**config.mk**
```make
export PLATFORM = sky130hd
export DESIGN_NAME = pcs_core
export DESIGN_NICKNAME = d
export VERILOG_FILES = /design/src/shared/pcs_pkg.sv /design/src/hdl/pcs_core.sv
export SDC_FILE = /design/constraint.sdc
export NUM_CORES = 2
export LEC_CHECK = 0
export BUFFER_PORTS_ARGS = -buffer_cell sky130_fd_sc_hd__buf_2
export CORE_MARGIN = 5
export CORE_UTILIZATION = 40
export CTS_CLUSTER_DIAMETER = 60
export DETAILED_ROUTE_END_ITERATION = 12
export GPL_ROUTABILITY_DRIVEN = 0
export HOLD_SLACK_MARGIN = 0.15
export PLACE_DENSITY = 0.63
export SLEW_MARGIN = 25
export SYNTH_ARGS = -nofsm -noshare
export SYNTH_HDL_FRONTEND = slang
export SYNTH_SLANG_ARGS = --single-unit
```
**constraint.sdc**
```tcl
create_clock -name clk -period 8 [get_ports clk]
set_clock_uncertainty 0.1 [all_clocks]
set_input_delay 0 -clock clk [delete_from_list [all_inputs] [get_ports clk]]
set_output_delay 0 -clock clk [all_outputs]
set_load 0.01 [all_outputs]
```
**src/shared/pcs_pkg.sv**
```systemverilog
package pcs_pkg;
  localparam int PC_W    = 21;
  localparam int SP_W    = 7;
  localparam int DEPTH   = 128;
  localparam logic [6:0]  SP_MAX    = 7'h7F;
  localparam logic [6:0]  SP_RESET  = 7'h00;
  localparam logic [20:0] PC_RESET  = 21'h000000;
  localparam logic [20:0] PC_STEP   = 21'h000002;
  localparam logic [20:0] FLASH_LAST = 21'h00FFFF;
  localparam logic [20:0] SAF_SPAN  = 21'h0000FE;
  localparam logic [20:0] BOOT_UNIT = 21'h000200;
  // Register addresses (4-bit space)
  localparam logic [3:0] A_PCL    = 4'h0;
  localparam logic [3:0] A_PC_HIGH_LATCH = 4'h1;
  localparam logic [3:0] A_PC_UPPER_LATCH = 4'h2;
  localparam logic [3:0] A_TOP_OF_STACK_LOW   = 4'h3;
  localparam logic [3:0] A_TOP_OF_STACK_HIGH   = 4'h4;
  localparam logic [3:0] A_TOP_OF_STACK_UPPER   = 4'h5;
  localparam logic [3:0] A_STACK_POINTER_REG = 4'h6;
  localparam logic [3:0] A_POWER_CONTROL_STATUS0  = 4'h7;
  localparam logic [3:0] A_NVMERR = 4'h8;
  localparam int B_OVF = 7;
  localparam int B_UNF = 6;
  typedef enum logic [1:0] {PCS_APP, PCS_BOOT, PCS_SAF} pcs_region_t;
  typedef enum logic [2:0] {
    PCS_OP_NONE, PCS_OP_SEQ, PCS_OP_JUMP, PCS_OP_CALL, PCS_OP_RET
  } pcs_op_t;
endpackage
```
**src/hdl/pcs_core.sv**
```systemverilog
// Strobed register access and the register addresses were chosen for this implementation.
`timescale 1ns/1ps
module pcs_core
(
  input  wire logic              clk,
  input  wire logic              rstn,
  input  wire logic              por,
  // Flow request from the instruction decoder
  input  wire pcs_pkg::pcs_op_t  op,
  input  wire logic [20:0]       target,
  // Configuration bits
  input  wire logic              boot_partition_enable_n,
  input  wire logic              storage_partition_enable_n,
  input  wire logic [3:0]        boot_partition_size,
  input  wire logic              app_region_write_protect,
  input  wire logic              boot_region_write_protect,
  input  wire logic              storage_region_write_protect,
  input  wire logic              stack_fault_reset_enable,
  // Flash write attempt
  input  wire logic              nvm_write_req,
  input  wire logic [20:0]       nvm_write_addr,
  // Register port
  input  wire logic [3:0]        reg_addr,
  input  wire logic [7:0]        reg_wdata,
  input  wire logic              reg_wr,
  input  wire logic              reg_rd,
  output logic      [7:0]        reg_rdata,
  // Outputs
  output logic      [20:0]       pc,
  output logic                   fetch_exec_ok,
  output logic                   nvm_write_go,
  output logic                   stack_fault_reset
);
  // ------------------------------------------------------------
  // State
  // ------------------------------------------------------------
  logic [20:0] stack_mem [pcs_pkg::DEPTH];
  logic [6:0]  stack_pointer_reg;
  logic [7:0]  pc_high_latch;
  logic [7:0]  pc_upper_latch;
  logic        stack_overflow_flag;
  logic        stack_underflow_flag;
  logic        nvm_write_error_flag;
  logic [20:0] pc_seq;

  // ------------------------------------------------------------
  // Partition decode
  // ------------------------------------------------------------
  // Last byte address of the boot region for a given size code.
  // The product is cut to the counter width on purpose: even the
  // largest size code ends far below the top of the flash.
  function automatic logic [20:0] boot_last_of(input logic [3:0] bsz);
    logic [20:0] units;
    units = 21'(bsz) + 21'h000001;
    boot_last_of = 21'(units * pcs_pkg::BOOT_UNIT) - 21'h000001;
  endfunction

  // Storage region is tested first; the boot region cannot reach it,
  // so the order matters for no size code, not even the largest.
  function automatic pcs_pkg::pcs_region_t region_of(
    input logic [20:0] a,
    input logic        bb_n,
    input logic        saf_n,
    input logic [3:0]  bsz
  );
    logic [20:0] storage_base;
    storage_base = pcs_pkg::FLASH_LAST - pcs_pkg::SAF_SPAN;
    if (!saf_n && a >= storage_base && a <= pcs_pkg::FLASH_LAST)
      region_of = pcs_pkg::PCS_SAF;
    else if (!bb_n && a <= boot_last_of(bsz))
      region_of = pcs_pkg::PCS_BOOT;
    else
      region_of = pcs_pkg::PCS_APP;
  endfunction

  // Write permit of a region; a protect input low means protected.
  // An unused region code is treated as protected, the safe side.
  function automatic logic region_writable(
    input pcs_pkg::pcs_region_t r,
    input logic                 app_wp,
    input logic                 boot_wp,
    input logic                 saf_wp
  );
    case (r)
      pcs_pkg::PCS_APP:  region_writable = app_wp;
      pcs_pkg::PCS_BOOT: region_writable = boot_wp;
      pcs_pkg::PCS_SAF:  region_writable = saf_wp;
      default:           region_writable = 1'b0;
    endcase
  endfunction

  wire pcs_pkg::pcs_region_t fetch_region = region_of(pc_seq,
    boot_partition_enable_n, storage_partition_enable_n,
    boot_partition_size);
  wire pcs_pkg::pcs_region_t wr_region = region_of(nvm_write_addr,
    boot_partition_enable_n, storage_partition_enable_n,
    boot_partition_size);
  wire fetch_permit = (fetch_region != pcs_pkg::PCS_SAF);
  wire wr_protected = !region_writable(wr_region,
    app_region_write_protect, boot_region_write_protect,
    storage_region_write_protect);
  wire wr_ok = nvm_write_req && !wr_protected;

  // ------------------------------------------------------------
  // Register decode
  // ------------------------------------------------------------
  // One strobe qualifies one address; the master never raises both
  // strobes together, so one shared decode serves reads and writes.
  function automatic logic reg_hit(
    input logic       strobe,
    input logic [3:0] addr,
    input logic [3:0] which
  );
    reg_hit = strobe && (addr == which);
  endfunction

  // ------------------------------------------------------------
  // Stack and counter control
  // ------------------------------------------------------------
  wire is_push   = (op == pcs_pkg::PCS_OP_CALL);
  wire is_pop    = (op == pcs_pkg::PCS_OP_RET);
  wire sp_full   = (stack_pointer_reg == pcs_pkg::SP_MAX);
  wire push_ovf  = is_push && sp_full;
  wire ovf_reset = push_ovf && stack_fault_reset_enable;
  wire [20:0] ret_addr = pc + pcs_pkg::PC_STEP;
  wire [20:0] pop_val  = stack_mem[stack_pointer_reg];
  wire pop_zero  = is_pop && (pop_val == pcs_pkg::PC_RESET);
  wire unf_reset = pop_zero && stack_fault_reset_enable;
  wire [6:0] sp_inc = sp_full ? stack_pointer_reg
                              : stack_pointer_reg + 7'h01;
  wire [6:0] sp_dec = stack_pointer_reg - 7'h01;
  wire wr_pcl  = reg_hit(reg_wr, reg_addr, pcs_pkg::A_PCL);
  wire rd_pcl  = reg_hit(reg_rd, reg_addr, pcs_pkg::A_PCL);
  wire wr_lath = reg_hit(reg_wr, reg_addr, pcs_pkg::A_PC_HIGH_LATCH);
  wire wr_latu = reg_hit(reg_wr, reg_addr, pcs_pkg::A_PC_UPPER_LATCH);
  wire wr_top_of_stack_low = reg_hit(reg_wr, reg_addr, pcs_pkg::A_TOP_OF_STACK_LOW);
  wire wr_top_of_stack_high = reg_hit(reg_wr, reg_addr, pcs_pkg::A_TOP_OF_STACK_HIGH);
  wire wr_top_of_stack_upper = reg_hit(reg_wr, reg_addr, pcs_pkg::A_TOP_OF_STACK_UPPER);
  wire wr_sp   = reg_hit(reg_wr, reg_addr, pcs_pkg::A_STACK_POINTER_REG);
  wire wr_pcon = reg_hit(reg_wr, reg_addr, pcs_pkg::A_POWER_CONTROL_STATUS0);
  wire wr_nerr = reg_hit(reg_wr, reg_addr, pcs_pkg::A_NVMERR);
  wire [20:0] top_of_stack  = stack_mem[stack_pointer_reg];
  wire [20:0] pcl_target = {pc_upper_latch[4:0], pc_high_latch,
                            reg_wdata[7:1], 1'b0};

  // Byte merges for top-of-stack writes; other bytes keep the entry.
  wire [20:0] tos_with_low   = {top_of_stack[20:8], reg_wdata};
  wire [20:0] tos_with_high  = {top_of_stack[20:16], reg_wdata, top_of_stack[7:0]};
  wire [20:0] tos_with_upper = {reg_wdata[4:0], top_of_stack[15:0]};

  always_comb
  begin
    pc_seq = pc + pcs_pkg::PC_STEP;
  end

  // ------------------------------------------------------------
  // Program counter
  // ------------------------------------------------------------
  // A low-byte write beats a flow request in the same cycle unless that request causes a fault reset; the
  // decoder is expected to keep the two apart anyway.
  logic [20:0] next_pc;
  always_comb
  begin
    next_pc = pc;
    if (ovf_reset || unf_reset)
      next_pc = pcs_pkg::PC_RESET;
    else if (wr_pcl)
      next_pc = pcl_target;
    else if (op == pcs_pkg::PCS_OP_SEQ)
      next_pc = pc_seq;
    else if (op == pcs_pkg::PCS_OP_JUMP || is_push)
      next_pc = {target[20:1], 1'b0};
    else if (is_pop)
      next_pc = {pop_val[20:1], 1'b0};
  end

  always_ff @(posedge clk)
  begin
    if (!rstn)
      pc <= pcs_pkg::PC_RESET;
    else
      pc <= next_pc;
  end

  // Latches change only on software writes or a low-byte read.
  always_ff @(posedge clk)
  begin
    if (!rstn)
      pc_high_latch <= 8'h00;
    else if (rd_pcl)
      pc_high_latch <= pc[15:8];
    else if (wr_lath)
      pc_high_latch <= reg_wdata;
  end

  // The upper latch keeps all eight bits; only five reach the counter.
  always_ff @(posedge clk)
  begin
    if (!rstn)
      pc_upper_latch <= 8'h00;
    else if (rd_pcl)
      pc_upper_latch <= {3'h0, pc[20:16]};
    else if (wr_latu)
      pc_upper_latch <= reg_wdata;
  end

  // ------------------------------------------------------------
  // Stack pointer and storage
  // ------------------------------------------------------------
  // Fault resets win, then flow requests, then a software write, so
  // a push never loses its slot to a pointer write in the same cycle.
  logic [6:0] next_stack_pointer;
  always_comb
  begin
    next_stack_pointer = stack_pointer_reg;
    if (ovf_reset || unf_reset)
      next_stack_pointer = pcs_pkg::SP_RESET;
    else if (is_push)
      next_stack_pointer = sp_inc;
    else if (is_pop)
      next_stack_pointer = sp_dec;
    else if (wr_sp)
      next_stack_pointer = reg_wdata[6:0];
  end

  always_ff @(posedge clk)
  begin
    if (!rstn)
      stack_pointer_reg <= pcs_pkg::SP_RESET;
    else
      stack_pointer_reg <= next_stack_pointer;
  end

  // Stack contents survive resets, as the array has no reset term.
  always_ff @(posedge clk)
  begin
    if (rstn && is_push && !ovf_reset)
      stack_mem[sp_inc] <= ret_addr;
    else if (rstn && wr_top_of_stack_low)
      stack_mem[stack_pointer_reg] <= tos_with_low;
    else if (rstn && wr_top_of_stack_high)
      stack_mem[stack_pointer_reg] <= tos_with_high;
    else if (rstn && wr_top_of_stack_upper)
      stack_mem[stack_pointer_reg] <= tos_with_upper;
  end

  // ------------------------------------------------------------
  // Flags: hardware set wins over software clear
  // ------------------------------------------------------------
  // Power-on and software writes clear the flags, the ordinary reset does not, so software can still see why a
  // fault reset happened after the ordinary reset has passed.
  always_ff @(posedge clk)
  begin
    if (por)
      stack_overflow_flag <= 1'b0;
    else if (push_ovf)
      stack_overflow_flag <= 1'b1;
    else if (wr_pcon)
      stack_overflow_flag <= reg_wdata[pcs_pkg::B_OVF];
  end

  always_ff @(posedge clk)
  begin
    if (por)
      stack_underflow_flag <= 1'b0;
    else if (pop_zero)
      stack_underflow_flag <= 1'b1;
    else if (wr_pcon)
      stack_underflow_flag <= reg_wdata[pcs_pkg::B_UNF];
  end

  always_ff @(posedge clk)
  begin
    if (por)
      nvm_write_error_flag <= 1'b0;
    else if (nvm_write_req && wr_protected)
      nvm_write_error_flag <= 1'b1;
    else if (wr_nerr)
      nvm_write_error_flag <= reg_wdata[0];
  end

  // ------------------------------------------------------------
  // Registered outputs
  // ------------------------------------------------------------
  // The permit looks one fetch ahead, so it stands when the decoder
  // is about to fetch from the next word.
  always_ff @(posedge clk)
  begin
    if (!rstn)
      fetch_exec_ok <= 1'b1;
    else
      fetch_exec_ok <= fetch_permit;
  end

  always_ff @(posedge clk)
  begin
    if (!rstn)
      nvm_write_go <= 1'b0;
    else
      nvm_write_go <= wr_ok;
  end

  always_ff @(posedge clk)
  begin
    if (!rstn)
      stack_fault_reset <= 1'b0;
    else
      stack_fault_reset <= ovf_reset || unf_reset;
  end

  logic [7:0] rd_mux;
  always_comb
  begin
    case (reg_addr)
      pcs_pkg::A_PCL:    rd_mux = pc[7:0];
      pcs_pkg::A_PC_HIGH_LATCH: rd_mux = pc_high_latch;
      pcs_pkg::A_PC_UPPER_LATCH: rd_mux = pc_upper_latch;
      pcs_pkg::A_TOP_OF_STACK_LOW:   rd_mux = top_of_stack[7:0];
      pcs_pkg::A_TOP_OF_STACK_HIGH:   rd_mux = top_of_stack[15:8];
      pcs_pkg::A_TOP_OF_STACK_UPPER:   rd_mux = {3'h0, top_of_stack[20:16]};
      pcs_pkg::A_STACK_POINTER_REG: rd_mux = {1'b0, stack_pointer_reg};
      pcs_pkg::A_POWER_CONTROL_STATUS0:  rd_mux = {stack_overflow_flag,
                                   stack_underflow_flag, 6'h00};
      pcs_pkg::A_NVMERR: rd_mux = {7'h00, nvm_write_error_flag};
      default:           rd_mux = 8'h00;
    endcase
  end

  always_ff @(posedge clk)
  begin
    if (!rstn)
      reg_rdata <= 8'h00;
    else
      reg_rdata <= reg_rd ? rd_mux : 8'h00;
  end
endmodule

```
==> flow_summary.ini <==
[status]
status = finished clean

[sta]
drv_slew = 0
period_share_pct = 83.6
finalSetupViolCount = 0
layout_min_cycle_time_ps = 6690
max_freq_ghz = 0.150
grt_setup_unrepaired = no
tightest_slew_ps = 1160
relSlewSlack_pct = 22.1
timing.final.ws_setup_ps = 1310
hold_slack_ps = 248
hold_viol_final = 0

[hold_path]
hold_start = reg_wdata[3]
worstHoldEndpoint = pc[3]$_SDFFE_PP0P_
hold_depth = 4
hp-class = in -> reg

[synth]
synth_flop_cell = edfxtp_1
synth-simple-area-share_pct = 3.30
synth_cells = 5609
synth_top_family_by_area = multiplexers
synth_compound_area_share_pct = 4.68
async_flop_share_pct = 0
synthMuxAreaShare_pct = 14.3
ys_ff_latch = 2753
synth-edff-count = 2688
post_synth_fa_ha_maj_area_fraction_pct = 0.196
synth_xor_area_share_pct = 0.250
syn-num-nets = 5699
netlist_area_um2 = 108000
ys_seq_area_share_pct = 75.6
ys_warn_count = 0
synth_area_per_cell_um2 = 19.3
synth_cell_types = 79

[route]
via_per_inst = 5.92
drc = 0
drt_iter0_markers = 7500
wl_per_cell_um = 30.2
vias = 58100
ant_nets = 0
wl_um = 297000
dr.pass1.iters = 9

[clocking]
cts.sinks = 2753
clk_pin_slew_worst_paths_ps = 60
htree_levels = 5
clock-root-buffer = clkbuf_16
cts_tree = built
cts_setup_buffers = 0
cts-buffers-inserted = 287
clock_path_buffers = 4
clk_latency_ps = 930

[flow_run]
cap_violations = 0

[placed_design]
dp_cells = 9213
io_buffer_count = 103
pre_cts_ws_ps = 2150
dpl.hpwl_um = 177000

[power]
p_leak_nw = 38.5
power.density_nw_per_um2 = 254
peakVddDrop_v = 0.000232
power_frac_clock_pct = 39.1
p_sw_share_pct = 23.4
power_mw = 31.7
intPower_mw = 24.3
power_switching_mw = 7.40
combPwrFrac_pct = 9.4
seq_power_share_pct = 51.5

[setup_path]
path_class = reg -> reg
cp-start-kind = register
cp_max_fo = 51
reg2reg_depth = 13
end_kind = register
worstPathRequired_ps = 8640
arrival_ps = 7330
r2r_end = pc[1]$_SDFFE_PP0P_
ff2ff_setup_slack_ps = 1310

[global_route]
grt_pass1_wl_um = 418000
grt_use_met2_pct = 32.7
use_met1_pct = 28.0
grt_busiest_layer = met2
antenna_found_initial = 12
grt_max_degree = 129
grt_use_total_pct = 20.6
first_global_vias = 56700
grt.overflow.total = 0
use_met3_pct = 4.49

[floorplan]
initial_core_util_pct = 40.1
ios = 105
die_w_um = 531
core_area_um2 = 270000
rows = 191
die_h_um = 531
fp.dieArea_um2 = 282000

[layout]
instances_no_fill = 9806
drive_gt1_share_pct = 22.0
syn2layout_area_growth_pct = 14.8
top_register = stack_mem
largest_reg_flops = 2688
nets = 6145
top_regs = stack_mem x2688, pc x21
[cells in the final DEF, fill, tap and decap left out, drive strengths merged, types with 23 or more instances in the layout]
cell type	n
a211oi	29
edfxtp	2688
a21oi	86
clkinv	92
nand3	135
nor2	245
o22ai	63
o21ai	56
nand2	139
buf	366
a22o	28
nor4	34
dlygate4sd3	121
a22oi	329
dfxtp	65
mux4	426
a221oi	25
nor3	25
mux2i	580
inv	23
nand4	68
clkbuf	356
[worst max path at each step]
stage | startpoint | to | cells past startpoint | slack [ps]
after floorplan | stack_pointer_reg[1]$_SDFFE_PP0N_ | stack_mem[0][13]$_DFFE_PP_ | 8 | -500
after global placement | stack_pointer_reg[0]$_SDFFE_PP0N_ | stack_mem[112][8]$_DFFE_PP_ | 10 | 2130
after detailed placement | stack_pointer_reg[0]$_SDFFE_PP0N_ | stack_mem[89][1]$_DFFE_PP_ | 11 | 2150
after CTS | register | pc[1]$_SDFFE_PP0P_ | 13 | 1360
after global routing | register | pc[1]$_SDFFE_PP0P_ | 13 | 1120
final | register | pc[1]$_SDFFE_PP0P_ | 13 | 1310
[synth_stat cells (all sizes together), types with 29 or more instances]
library cell,instances,area share [%]
nor4,34,0.23
mux4,426,8.8
dfxtp,65,1.2
o22ai,63,0.36
nand4,68,0.39
nor2,245,0.86
a211oi,29,0.20
edfxtp,2688,74
o21ai,56,0.26
mux2i,580,5.4
nand2,139,0.48
buf,199,1.1
clkbuf,131,0.45
a22oi,329,2.3
a21oi,86,0.45
nand3,135,0.62
[routing by layer]
| metal | part of all wire (%) | routed length, µm |
|---|---|---|
| met3 | 9.2 | 27200 |
| met1 | 39 | 117000 |
| met2 | 47 | 140000 |
| met5 | 0.025 | 73 |
| met4 | 4.3 | 12800 |
[power groups by stage]
stage | Combinational [mW] | Clock (mW) | Sequential [mW]
floorplan | 1.60 | 0 | 16.7
global placement | 2.81 | 0 | 16.6
detailed placement | 2.87 | 0 | 16.6
CTS | 2.94 | 12.5 | 16.3
global route | 3.09 | 13.1 | 16.3
finish | 2.97 | 12.4 | 16.3
[worst max-delay path, cell delays in order, from the launching register on]
cell           delay (ps)
dfxtp_4               770
buf_12                370
buf_12                400
mux4_2                580
a22oi_1               300
nand4_1               540
mux4_2                810
nor2_1                310
o22ai_1               130
dlygate4sd3_1         590
o21ai_0               190
dlygate4sd3_1         610
a21oi_2                60
dlygate4sd3_1         560
[timing repair]
item | 4_1_cts | 5_1_grt
resized for setup | 0 | 0
endpoints found under the hold margin | 838 | 0
hold buffers | 121 | 0
[cell families after synthesis]
kind of cell / Yosys count
flip-flops: 2753
XOR/XNOR: 31
AND/OR/NAND/NOR: 735
multiplexers: 1018
buffers and inverters: 349
AO/OA/AOI/OAI: 706
adder cells (fa/ha/maj): 17
[layout make-up]
| cell class | instances | area, µm² |
|---|---|---|
| diodes | 2 | 5.00 |
| clock buffers | 356 | 7580 |
| clock inverters | 112 | 907 |
| fillers | 22400 | 146000 |
| inverters | 19 | 71.3 |
| multi-input cells | 2507 | 25400 |
| flip-flops and latches | 2753 | 82000 |
| well taps | 3570 | 4470 |
| repair buffers | 487 | 4030 |
[metrics by stage]
step / TNS, ps / utilization [%] / area, µm²
2_1_floorplan: -335930 / - / 108000
6_report: 0 / 46.1 / 125000
5_1_grt: 0 / 46.1 / 125000
3_5_place_dp: 0 / 42.5 / 115000
3_3_place_gp: 0 / 42.4 / 115000
4_1_cts: 0 / 46.0 / 124000
(Power assumes the default switching activity.)
